`config.mk`:
```
export PLATFORM = sky130hd
export DESIGN_NAME = standstill_current_reduction
export DESIGN_NICKNAME = d
export VERILOG_FILES = /design/src/hdl/standstill_pkg.sv /design/src/hdl/standstill_current_reduction.sv /design/src/hdl/ms_tick_gen.sv /design/src/hdl/step_sync.sv
export SDC_FILE = /design/constraint.sdc
export NUM_CORES = 1
export LEC_CHECK = 0
export BUFFER_PORTS_ARGS = -buffer_cell sky130_fd_sc_hd__buf_4
export CORE_MARGIN = 1
export CORE_UTILIZATION = 62
export DETAILED_ROUTE_END_ITERATION = 16
export GPL_ROUTABILITY_DRIVEN = 0
export PLACE_DENSITY = 0.91
export SYNTH_ARGS = -nofsm -noshare
export SYNTH_HDL_FRONTEND = slang
export SYNTH_SLANG_ARGS = --single-unit
```
`constraint.sdc`:
```
create_clock -name mclk -period 5.16 [get_ports mclk]
set_input_delay 0.774 -clock mclk [delete_from_list [all_inputs] [get_ports mclk]]
set_output_delay 0.774 -clock mclk [all_outputs]
set_load 0.01 [all_outputs]
```
`src/hdl/standstill_pkg.sv`:
```
// shared constants for the standstill current reduction block
package standstill_pkg;
  // register byte offsets on the wishbone slave
  localparam logic [3:0] CTRL_OFFSET      = 4'h0;
  localparam logic [3:0] TIMING_OFFSET    = 4'h4;
  localparam logic [3:0] CURRENT_OFFSET   = 4'h8;
  localparam logic [3:0] STATUS_OFFSET    = 4'hC;
  // field positions
  localparam int ENABLE_BIT      = 0;
  localparam int FALL_LSB        = 0;
  localparam int DELAY_LSB       = 8;
  localparam int RUN_LSB         = 0;
  localparam int HOLD_LSB        = 8;
  localparam int FLAG_BIT        = 0;
  localparam int PHASE_LSB       = 8;
  localparam int EFFECTIVE_LSB   = 16;
  // reset values
  localparam logic       ENABLE_RESET = 1'b0;
  localparam logic [3:0] FALL_RESET   = 4'h1;
  localparam logic [5:0] DELAY_RESET  = 6'h01;
  localparam logic [7:0] RUN_RESET    = 8'hFF;
  localparam logic [7:0] HOLD_RESET   = 8'h80;
  // timing
  localparam int CLK_MHZ     = 100;
  localparam int TICK_US     = 1000;
  localparam int TICK_CYCLES = CLK_MHZ * TICK_US;
  localparam int DELAY_UNIT_MS = 16;
  localparam int FALL_UNIT_MS  = 1;
  // control states
  typedef enum logic [1:0] {RUN, WAIT_IDLE, RAMP, HOLD} phase_e;
endpackage : standstill_pkg

```
`src/hdl/standstill_current_reduction.sv`:
```
// standstill current reduction controller with wishbone registers
// Notes on behaviour
// reduction only while standstill_enable is 1; otherwise run current stays applied
// count programmed delay after last step; reduce only if no step arrives
// after delay, drop effective code by one per fall interval to holding level
// fall rate code 0 drops at once; code 1 gives 1 ms per code
// delay field counts 16 ms units; code 0 reserved
// readable flag high while in reduced-current standstill
// new step during delay, ramp or standstill restores run current, restarts delay
// run level from run setting field, holding level from holding field
// software cycles enable off then on to change holding level in standstill
// software keeps holding level between auto-torque max and min
// higher codes scale linearly: code ms per step, code times 16 ms delay
// holding at or above run: no lowering, still enter standstill and flag
//
// Decided for this implementation: the address map and the Wishbone slave port.
`timescale 1ns/10ps
`default_nettype none
module standstill_current_reduction
  import standstill_pkg::*;
#(
  parameter int CUR_WIDTH   = 8,
  parameter int TICK_CYCLES_P = TICK_CYCLES
) (
  input  wire logic                 mclk,
  input  wire logic                 sys_rst,
  input  wire logic                 stepPin,
  input  wire logic                 wb_cyc_i,
  input  wire logic                 wb_stb_i,
  input  wire logic                 wb_we_i,
  input  wire logic [3:0]           wb_adr_i,
  input  wire logic [3:0]           wb_sel_i,
  input  wire logic [31:0]          wb_dat_i,
  output var  logic [31:0]          wb_dat_o,
  output var  logic                 wb_ack_o,
  output var  logic [CUR_WIDTH-1:0] effectiveCurrent,
  output var  logic                 standstillActiveFlag
);
  initial begin
    if (CUR_WIDTH < 1 || CUR_WIDTH > 8) $error("CUR_WIDTH must be 1..8");
  end

  typedef struct packed {
    logic                 standstillEnable;
    logic [3:0]           standstillFallRate;
    logic [5:0]           standstillDelay;
    logic [CUR_WIDTH-1:0] runCurrentSetting;
    logic [CUR_WIDTH-1:0] holdingCurrentSetting;
    phase_e               phase;
    logic [9:0]           msCount;
    logic [CUR_WIDTH-1:0] effective;
    logic                 flag;
    logic                 ack;
    logic [31:0]          rdata;
  } state_s;

  state_s stReg;
  state_s stNext;
  logic   stepEdge;
  logic   msTick;

  step_sync u_step_sync (
    .mclk     (mclk),
    .sys_rst  (sys_rst),
    .stepPin  (stepPin),
    .stepEdge (stepEdge)
  );

  // ms grid restarts on each step so the delay counts from that pulse
  ms_tick_gen #(.CYCLES(TICK_CYCLES_P)) u_ms_tick (
    .mclk    (mclk),
    .sys_rst (sys_rst),
    .restart (stepEdge),
    .tick    (msTick)
  );

  // byte-lane merge for 32-bit writes
  function automatic logic [31:0] merge(input logic [31:0] old, input logic [31:0] nw,
                                        input logic [3:0] sel);
    logic [31:0] r;
    r = old;
    for (int i = 0; i < 4; i++) begin
      if (sel[i]) r[i*8 +: 8] = nw[i*8 +: 8];
    end
    return r;
  endfunction : merge

  // register images for readback and write merging
  logic [31:0] ctrlImg;
  logic [31:0] timingImg;
  logic [31:0] currentImg;
  logic [31:0] statusImg;
  always_comb begin
    ctrlImg    = '0;
    timingImg  = '0;
    currentImg = '0;
    statusImg  = '0;
    ctrlImg[ENABLE_BIT]                     = stReg.standstillEnable;
    timingImg[FALL_LSB +: 4]                = stReg.standstillFallRate;
    timingImg[DELAY_LSB +: 6]               = stReg.standstillDelay;
    currentImg[RUN_LSB +: CUR_WIDTH]        = stReg.runCurrentSetting;
    currentImg[HOLD_LSB +: CUR_WIDTH]       = stReg.holdingCurrentSetting;
    statusImg[FLAG_BIT]                     = stReg.flag;
    statusImg[PHASE_LSB +: 2]               = stReg.phase;
    statusImg[EFFECTIVE_LSB +: CUR_WIDTH]   = stReg.effective;
  end

  logic        wbReq;
  logic [31:0] wVal;
  logic        holdReached;
  logic [9:0]  delayMs;
  always_comb begin
    wbReq       = wb_cyc_i & wb_stb_i & ~stReg.ack;
    delayMs     = 10'(stReg.standstillDelay) * 10'(DELAY_UNIT_MS); // see R5
    holdReached = stReg.effective <= stReg.holdingCurrentSetting;
  end

  always_comb begin
    wVal         = '0;
    stNext       = stReg;
    stNext.ack   = wbReq;
    stNext.rdata = '0;
    // register bus: one-cycle ack, unmapped reads zero, unmapped writes dropped
    if (wbReq) begin
      case (wb_adr_i)
        CTRL_OFFSET: begin
          stNext.rdata = ctrlImg;
          if (wb_we_i) begin
            wVal = merge(ctrlImg, wb_dat_i, wb_sel_i);
            stNext.standstillEnable = wVal[ENABLE_BIT];
          end
        end
        TIMING_OFFSET: begin
          stNext.rdata = timingImg;
          if (wb_we_i) begin
            wVal = merge(timingImg, wb_dat_i, wb_sel_i);
            stNext.standstillFallRate = wVal[FALL_LSB +: 4];
            stNext.standstillDelay    = wVal[DELAY_LSB +: 6];
          end
        end
        CURRENT_OFFSET: begin
          stNext.rdata = currentImg;
          if (wb_we_i) begin
            wVal = merge(currentImg, wb_dat_i, wb_sel_i);
            stNext.runCurrentSetting     = wVal[RUN_LSB +: CUR_WIDTH];
            stNext.holdingCurrentSetting = wVal[HOLD_LSB +: CUR_WIDTH];
          end
        end
        STATUS_OFFSET: begin
          stNext.rdata = statusImg;
        end
        default: begin
          stNext.rdata = '0;
        end
      endcase
    end

    // standstill sequencer, uses the settings as they stand this cycle
    if (!stReg.standstillEnable) begin
      stNext.phase     = RUN; // see R1
      stNext.msCount   = '0;
      stNext.effective = stReg.runCurrentSetting;
      stNext.flag      = 1'b0;
    end else if (stepEdge) begin
      stNext.phase     = WAIT_IDLE;
      stNext.msCount   = '0;
      stNext.effective = stReg.runCurrentSetting;
      stNext.flag      = 1'b0;
    end else begin
      case (stReg.phase)
        RUN: begin
          // enable just set while idle: start counting from now
          stNext.phase     = WAIT_IDLE;
          stNext.msCount   = '0;
          stNext.effective = stReg.runCurrentSetting;
        end
        WAIT_IDLE: begin
          stNext.effective = stReg.runCurrentSetting;
          if (msTick) begin
            if (stReg.msCount + 10'h1 >= delayMs) begin
              stNext.msCount = '0;
              if (stReg.standstillFallRate == 4'h0 || holdReached) begin
                stNext.phase     = HOLD; // see R4
                stNext.flag      = 1'b1;
                if (!holdReached) begin
                  stNext.effective = stReg.holdingCurrentSetting;
                end
              end else begin
                stNext.phase = RAMP;
              end
            end else begin
              stNext.msCount = stReg.msCount + 10'h1;
            end
          end
        end
        RAMP: begin
          stNext.flag = 1'b1;
          if (msTick) begin
            if (stReg.msCount + 10'h1 >= 10'(stReg.standstillFallRate)) begin
              stNext.msCount = '0; // see R3
              if (stReg.effective > stReg.holdingCurrentSetting) begin
                stNext.effective = stReg.effective - 1'b1;
              end
              if (stReg.effective <= stReg.holdingCurrentSetting + 1'b1) begin
                stNext.phase = HOLD;
              end
            end else begin
              stNext.msCount = stReg.msCount + 10'h1;
            end
          end
        end
        HOLD: begin
          stNext.flag = 1'b1; // see R6
        end
        default: begin
          stNext.phase = RUN;
        end
      endcase
    end
  end

  always_ff @(posedge mclk) begin
    if (sys_rst) begin
      stReg                       <= '0;
      stReg.standstillEnable      <= ENABLE_RESET;
      stReg.standstillFallRate    <= FALL_RESET;
      stReg.standstillDelay       <= DELAY_RESET;
      stReg.runCurrentSetting     <= RUN_RESET[CUR_WIDTH-1:0];
      stReg.holdingCurrentSetting <= HOLD_RESET[CUR_WIDTH-1:0];
      stReg.effective             <= RUN_RESET[CUR_WIDTH-1:0];
      stReg.phase                 <= RUN;
    end else begin
      stReg <= stNext;
    end
  end

  // outputs straight from the state flops
  assign wb_dat_o             = stReg.rdata;
  assign wb_ack_o             = stReg.ack;
  assign effectiveCurrent     = stReg.effective;
  assign standstillActiveFlag = stReg.flag;
endmodule : standstill_current_reduction
`default_nettype wire

```
`src/hdl/ms_tick_gen.sv`:
```
// millisecond enable pulse divider
`timescale 1ns/10ps
`default_nettype none
module ms_tick_gen #(
  parameter int CYCLES = 100000
) (
  input  wire logic mclk,
  input  wire logic sys_rst,
  input  wire logic restart,
  output var  logic tick
);
  initial begin
    if (CYCLES < 2) $error("ms_tick_gen: CYCLES too small");
  end
  typedef struct packed {
    logic [31:0] count;
    logic        tick;
  } div_s;
  div_s divReg;
  div_s divNext;
  // restart aligns the ms grid to the latest step pulse
  always_comb begin
    divNext      = divReg;
    divNext.tick = 1'b0;
    if (restart) begin
      divNext.count = 32'h0;
    end else if (divReg.count == 32'(CYCLES - 1)) begin
      divNext.count = 32'h0;
      divNext.tick  = 1'b1;
    end else begin
      divNext.count = divReg.count + 32'h1;
    end
  end
  always_ff @(posedge mclk) begin
    if (sys_rst) begin
      divReg <= '0;
    end else begin
      divReg <= divNext;
    end
  end
  assign tick = divReg.tick;
endmodule : ms_tick_gen
`default_nettype wire

```
`src/hdl/step_sync.sv`:
```
// two-flop synchroniser and rising edge detector for the step pin
`timescale 1ns/10ps
`default_nettype none
module step_sync (
  input  wire logic mclk,
  input  wire logic sys_rst,
  input  wire logic stepPin,
  output var  logic stepEdge
);
  typedef struct packed {
    logic meta;
    logic sync;
    logic last;
    logic edgeSeen;
  } sync_s;
  sync_s syncReg;
  sync_s syncNext;
  // only the second stage feeds the edge detector
  always_comb begin
    syncNext          = syncReg;
    syncNext.meta     = stepPin;
    syncNext.sync     = syncReg.meta;
    syncNext.last     = syncReg.sync;
    syncNext.edgeSeen = syncReg.sync & ~syncReg.last;
  end
  always_ff @(posedge mclk) begin
    if (sys_rst) begin
      syncReg <= '0;
    end else begin
      syncReg <= syncNext;
    end
  end
  assign stepEdge = syncReg.edgeSeen;
endmodule : step_sync
`default_nettype wire

```
[Word level (Yosys, flattened, before mapping)]
Index checks and enable logic that the tools add are counted.
Storage, ports and cells
  flip-flop bits (word level): 118
  word-level logic and storage cells: 98
  input port bits: 46
Cells by class
  $lt $le $gt $ge: 5
  multiplexer cells: 19
  equal/unequal tests: 22
  bitwise gates (word level): 7
  add/sub/neg operators: 4
  reduce and logical (&&, ||, !) cells: 23
Operator list (number)
  24-bit case mux with 4 select lines: 1
  20-bit case mux with 3 select lines: 1
  20-bit 2-to-1 mux: 2
  32-bit by 1-bit adder with 32-bit output, second input constant: 1
  32-bit by 17-bit == test with 1-bit output, second input constant: 1
  4-bit AND reduction: 7
  9-bit 2-to-1 mux: 3
  8-bit 2-to-1 mux: 3
  21-bit 2-to-1 mux: 1
  10-bit 2-to-1 mux: 2
  8-bit less-or-equal comparator: 2
  6-bit AND reduction: 2
  10-bit by 1-bit adder with 10-bit output, second input constant: 1
  10-bit greater-or-equal comparator: 1
  10-bit by 4-bit greater-or-equal comparator with 1-bit output: 1
  3-bit by 2-bit inequality test with 1-bit output, second input constant: 3
  8-bit by 1-bit adder with 8-bit output, second input constant: 1
  4-bit == test, second input constant: 2
  8-bit greater-than comparator: 1
  4-bit zero test: 2
  2-bit inequality test, second input constant: 4
  4-bit by 3-bit inequality test with 1-bit output, second input constant: 2
  2-bit OR reduction: 4
  8-bit by 1-bit subtractor with 8-bit output, second input constant: 1
  other kinds (19): 31

[Logic depth before layout (Yosys ltp)]
  word-level depth: 8
  gate-level depth with buffers: 12
  gate-level depth less buffers: 12

[Hierarchy]
Synthesis repeated with hierarchy kept, for this count alone.
Unflattened totals
  cell total of the unflattened synthesis: 704
  area, all modules: 6115.9 um^2
Modules (own cells, without submodules)
  standstill_current_reduction: times used 1, cells each 518, sequential area each 1461.4 um^2, area an instance 4451.8 um^2
  ms_tick_gen: times used 1, cells each 178, sequential area each 660.6 um^2, area an instance 1552.7 um^2
  step_sync: times used 1, cells each 8, sequential area each 80.1 um^2, area an instance 111.4 um^2

[Worst setup path after synthesis]
No wires, ideal clock.
  path kind: flip-flop to flip-flop
  from: reg stReg, in the netlist currentImg[8]
  to: reg stReg[52] (netlist name)
  setup time: 0.091 ns
  setup slack: 2.405 ns
  arrival: 2.663 ns
  cell stages (with the launch flop): 13
  path through: dfxtp_1 > inv_1 > nor4_1 > nand2_1 > xnor2_1 > ha_1 > a21o_1 > a21o_1 > a21oi_1 > nor2_1 > or4_4 > o21ai_1 > nor4bb_1
Between the ends
  longest elaborated chain between the ends: 7
  elaborated cells between the ends (all ways): 11
  classes of those cells: 1 x add/sub; 2 x order compare; 1 x eq/ne; 5 x mux; 2 x reduce/logical
RTL lines
  start: declaration: RTL line standstill_current_reduction.sv:57  | state_s stReg;
  start signal: assignment: RTL line standstill_current_reduction.sv:233  | stReg <= stNext;
  parallel branches: the longest is 7 deep, another holds 8-bit by 1-bit adder with 8-bit output
Parallel ways; which one is timed is not known. The select of a mux whose other input is x is not followed.
A chain may end at the register's enable or synchronous reset.

[Worst setup path in the final report]
Same ends and word-level chain as after synthesis.

==> impl_metrics.ini <==
[run_status]
status = finished clean

[routing]
vias = 5261
drc = 0
viasPerCell = 6.03
wire_per_inst_um = 15.7
drt-total-wl_mm = 13.7
drt-pass1-iter-count = 5
dr.first_iter.drc_count = 290
ant_nets = 0

[sta]
clock-skew-final_ns = 0.0117
rsz0062_at_grt = no
clock.fmax_mhz = 301
maxSlewViolCount = 0
tns_ns = 0
relSlewSlack_pct = 24.8
setup_viol_count_final = 0
tightest_slew_ns = 1.13
hold_viol = 0
layout_min_cycle_time_ns = 3.32
fin_crit_sh_pct = 64.4

[synth]
post-synth-top-count-cell = dfxtp_1
syn_avg_cell_area_um2 = 8.23
synth_top_cell_area_share_pct = 36.9
ys_seq_area_share_pct = 36.9
synth_area_mm2 = 0.00597
ys_ff_latch = 110
synthesis.instances = 725
synth_area_leader_cell = dfxtp_1
synth_common_cells = dfxtp_1, nor2_1, nand2_1
yosysWarnings = 0
synth_top_flop_cell = dfxtp_1
async_flop_share_pct = 0
synth_edf_count = 0
yosys-top-cells-area = dfxtp_1, ha_1, nor2_1
ys_types = 56

[place]
dp_hpwl_mm = 10.1
io_buffers = 61

[worst_setup_path]
critPathRequiredTime_ns = 5.45
end_kind = flip-flop
criticalPathCategory = flip-flop to flip-flop
worst_setup_path_start_kind = flip-flop
cp_max_fo = 7
arrival_ns = 3.61

[pwr]
ir_drop_uv = 154
power_density_mw_per_mm2 = 225
cellLeakagePower_nw = 2.72

[global_routing]
grt_overflow = 0
grt_pass1_vias = 5085
antenna_found_initial = 0
track_usage_pct = 28.8
grt_max_degree = 42
grt_pass1_wl_mm = 23.3

[flow_run]
cap_violations = 0

[cts]
ctsHoldBuffers = 0
cts_sinks = 110
cts_tree = built
root_buffer = clkbuf_8
numCtsBuffers = 9
post_cts_buffers = 0
clk_latency_ns = 0.39
cts_resized = 0
clkTransAtPathRegs_ns = 0.12
clockBufferDepth = 2
h-tree-depth = 3

[floorplan]
io_pins = 88
core_mm2 = 0.00928
die_h_um = 100
start_util_pct = 64.3
fp.dieW_um = 100
die_area_mm2 = 0.0100
std_cell_rows = 35

[finish]
area_growth_pct = 7.82
num_antenna_cells = 0
nets = 819
drive_gt1_share_pct = 12.2
fin_util_pct = 69.3

[min_path]
hp-class = flip-flop to flip-flop
power by group:
| group | switching [mW] | internal [mW] | total [mW] |
|---|---|---|---|
| Clock | 0.333 | 0.197 | 0.530 |
| Combinational | 0.0327 | 0.0258 | 0.0585 |
| Sequential | 0.00354 | 0.854 | 0.857 |
registers in the layout, summed over array words and instances (netlist names):
name,flops
u_ms_tick.divReg,32
wb_dat_o,24
stReg,22
currentImg,16
effectiveCurrent,8
u_step_sync.syncNext,2
ctrlImg,1
standstillActiveFlag,1
u_ms_tick.tick,1
u_step_sync.stepEdge,1
u_step_sync.syncReg,1
wb_ack_o,1
per-stage QoR:
stage / total power, mW / hold slack, ns / instances / area, um2 / worst slack (ns)
2_1_floorplan: 0.912 / 0.367 / 732 / 5990 / 2.41
3_3_place_gp: 0.932 / 0.378 / 857 / 6230 / 2.08
3_5_place_dp: 0.934 / 0.386 / 857 / 6230 / 1.94
4_1_cts: 1.45 / 0.415 / 873 / 6430 / 1.88
5_1_grt: 1.49 / 0.432 / 873 / 6430 / 1.53
6_report: 1.45 / 0.412 / 873 / 6430 / 1.84
logic make-up after synthesis:
family,count (synthesis),share of synthesized area [%]
and+or+nand+nor,343,29.1
xor gates and xnor gates,46,6.88
muxes,15,2.75
buffers and inverters,99,8.78
AOI/OAI and AO/OA,77,8.39
DFF,110,36.9
other,1,0.0628
adders and majority gates,34,7.13
per-layer routing:
| layer | part of all wire, % | up-vias | track usage [%] |
|---|---|---|---|
| li1 | - | 2507 | - |
| met1 | 39 | 2458 | 32.5 |
| met5 | 0 | - | 0 |
| met3 | 6.0 | 59 | 4.46 |
| met4 | 3.7 | 0 | 14.5 |
| met2 | 51 | 237 | 52.7 |
worst paths after layout:
kind                            cells after the start              endpoint                    from  slack, ns
worst max-delay path                               12             stReg[52]           currentImg[8]       1.84
worst min-delay path                                1  u_step_sync.stepEdge  u_step_sync.syncReg[1]       0.41
worst max register to register                     12             stReg[52]           currentImg[8]       1.84
worst min register to register                      1  u_step_sync.stepEdge  u_step_sync.syncReg[1]       0.41
final cells by class:
cell class | count | area (um2)
clock buffers | 9 | 124
clock inverters | 7 | 80.1
fillers | 722 | 2850
inverters | 32 | 120
multi-input cells | 523 | 3270
flip-flops and latches | 110 | 2200
well taps | 129 | 161
repair buffers | 63 | 473
worst max-delay path, stage by stage (launching register included):
cell and delay (ns):
dfxtp_1 0.49, inv_1 0.12, nor4_1 0.47, nand2_1 0.13
xnor2_1 0.15, ha_1 0.29, a21o_1 0.18, a21o_1 0.16
a21oi_1 0.21, nor2_1 0.08, or4_4 0.53, o21ai_1 0.13
nor4bb_1 0.28
placed cells by master (no fill, tap or decap), types with 4 or more instances in the layout:
cell type and n:
a21oi_1 20, a22oi_1 9, a31oi_1 8, and2_1 14
and3_1 23, buf_4 63, clkbuf_8 9, conb_1 8
dfxtp_1 110, ha_1 34, inv_1 32, mux2i_1 13
nand2_1 69, nand2b_1 5, nand3_1 40, nand3b_1 9
nand4_1 21, nor2_1 97, nor2b_1 8, nor3_1 16
nor4_1 20, o2111ai_1 4, o21ai_0 8, o21ai_1 5
or3_1 5, or4_1 4, xnor2_1 27, xor2_1 18
No activity file was read; power rests on OpenSTA's default activity.
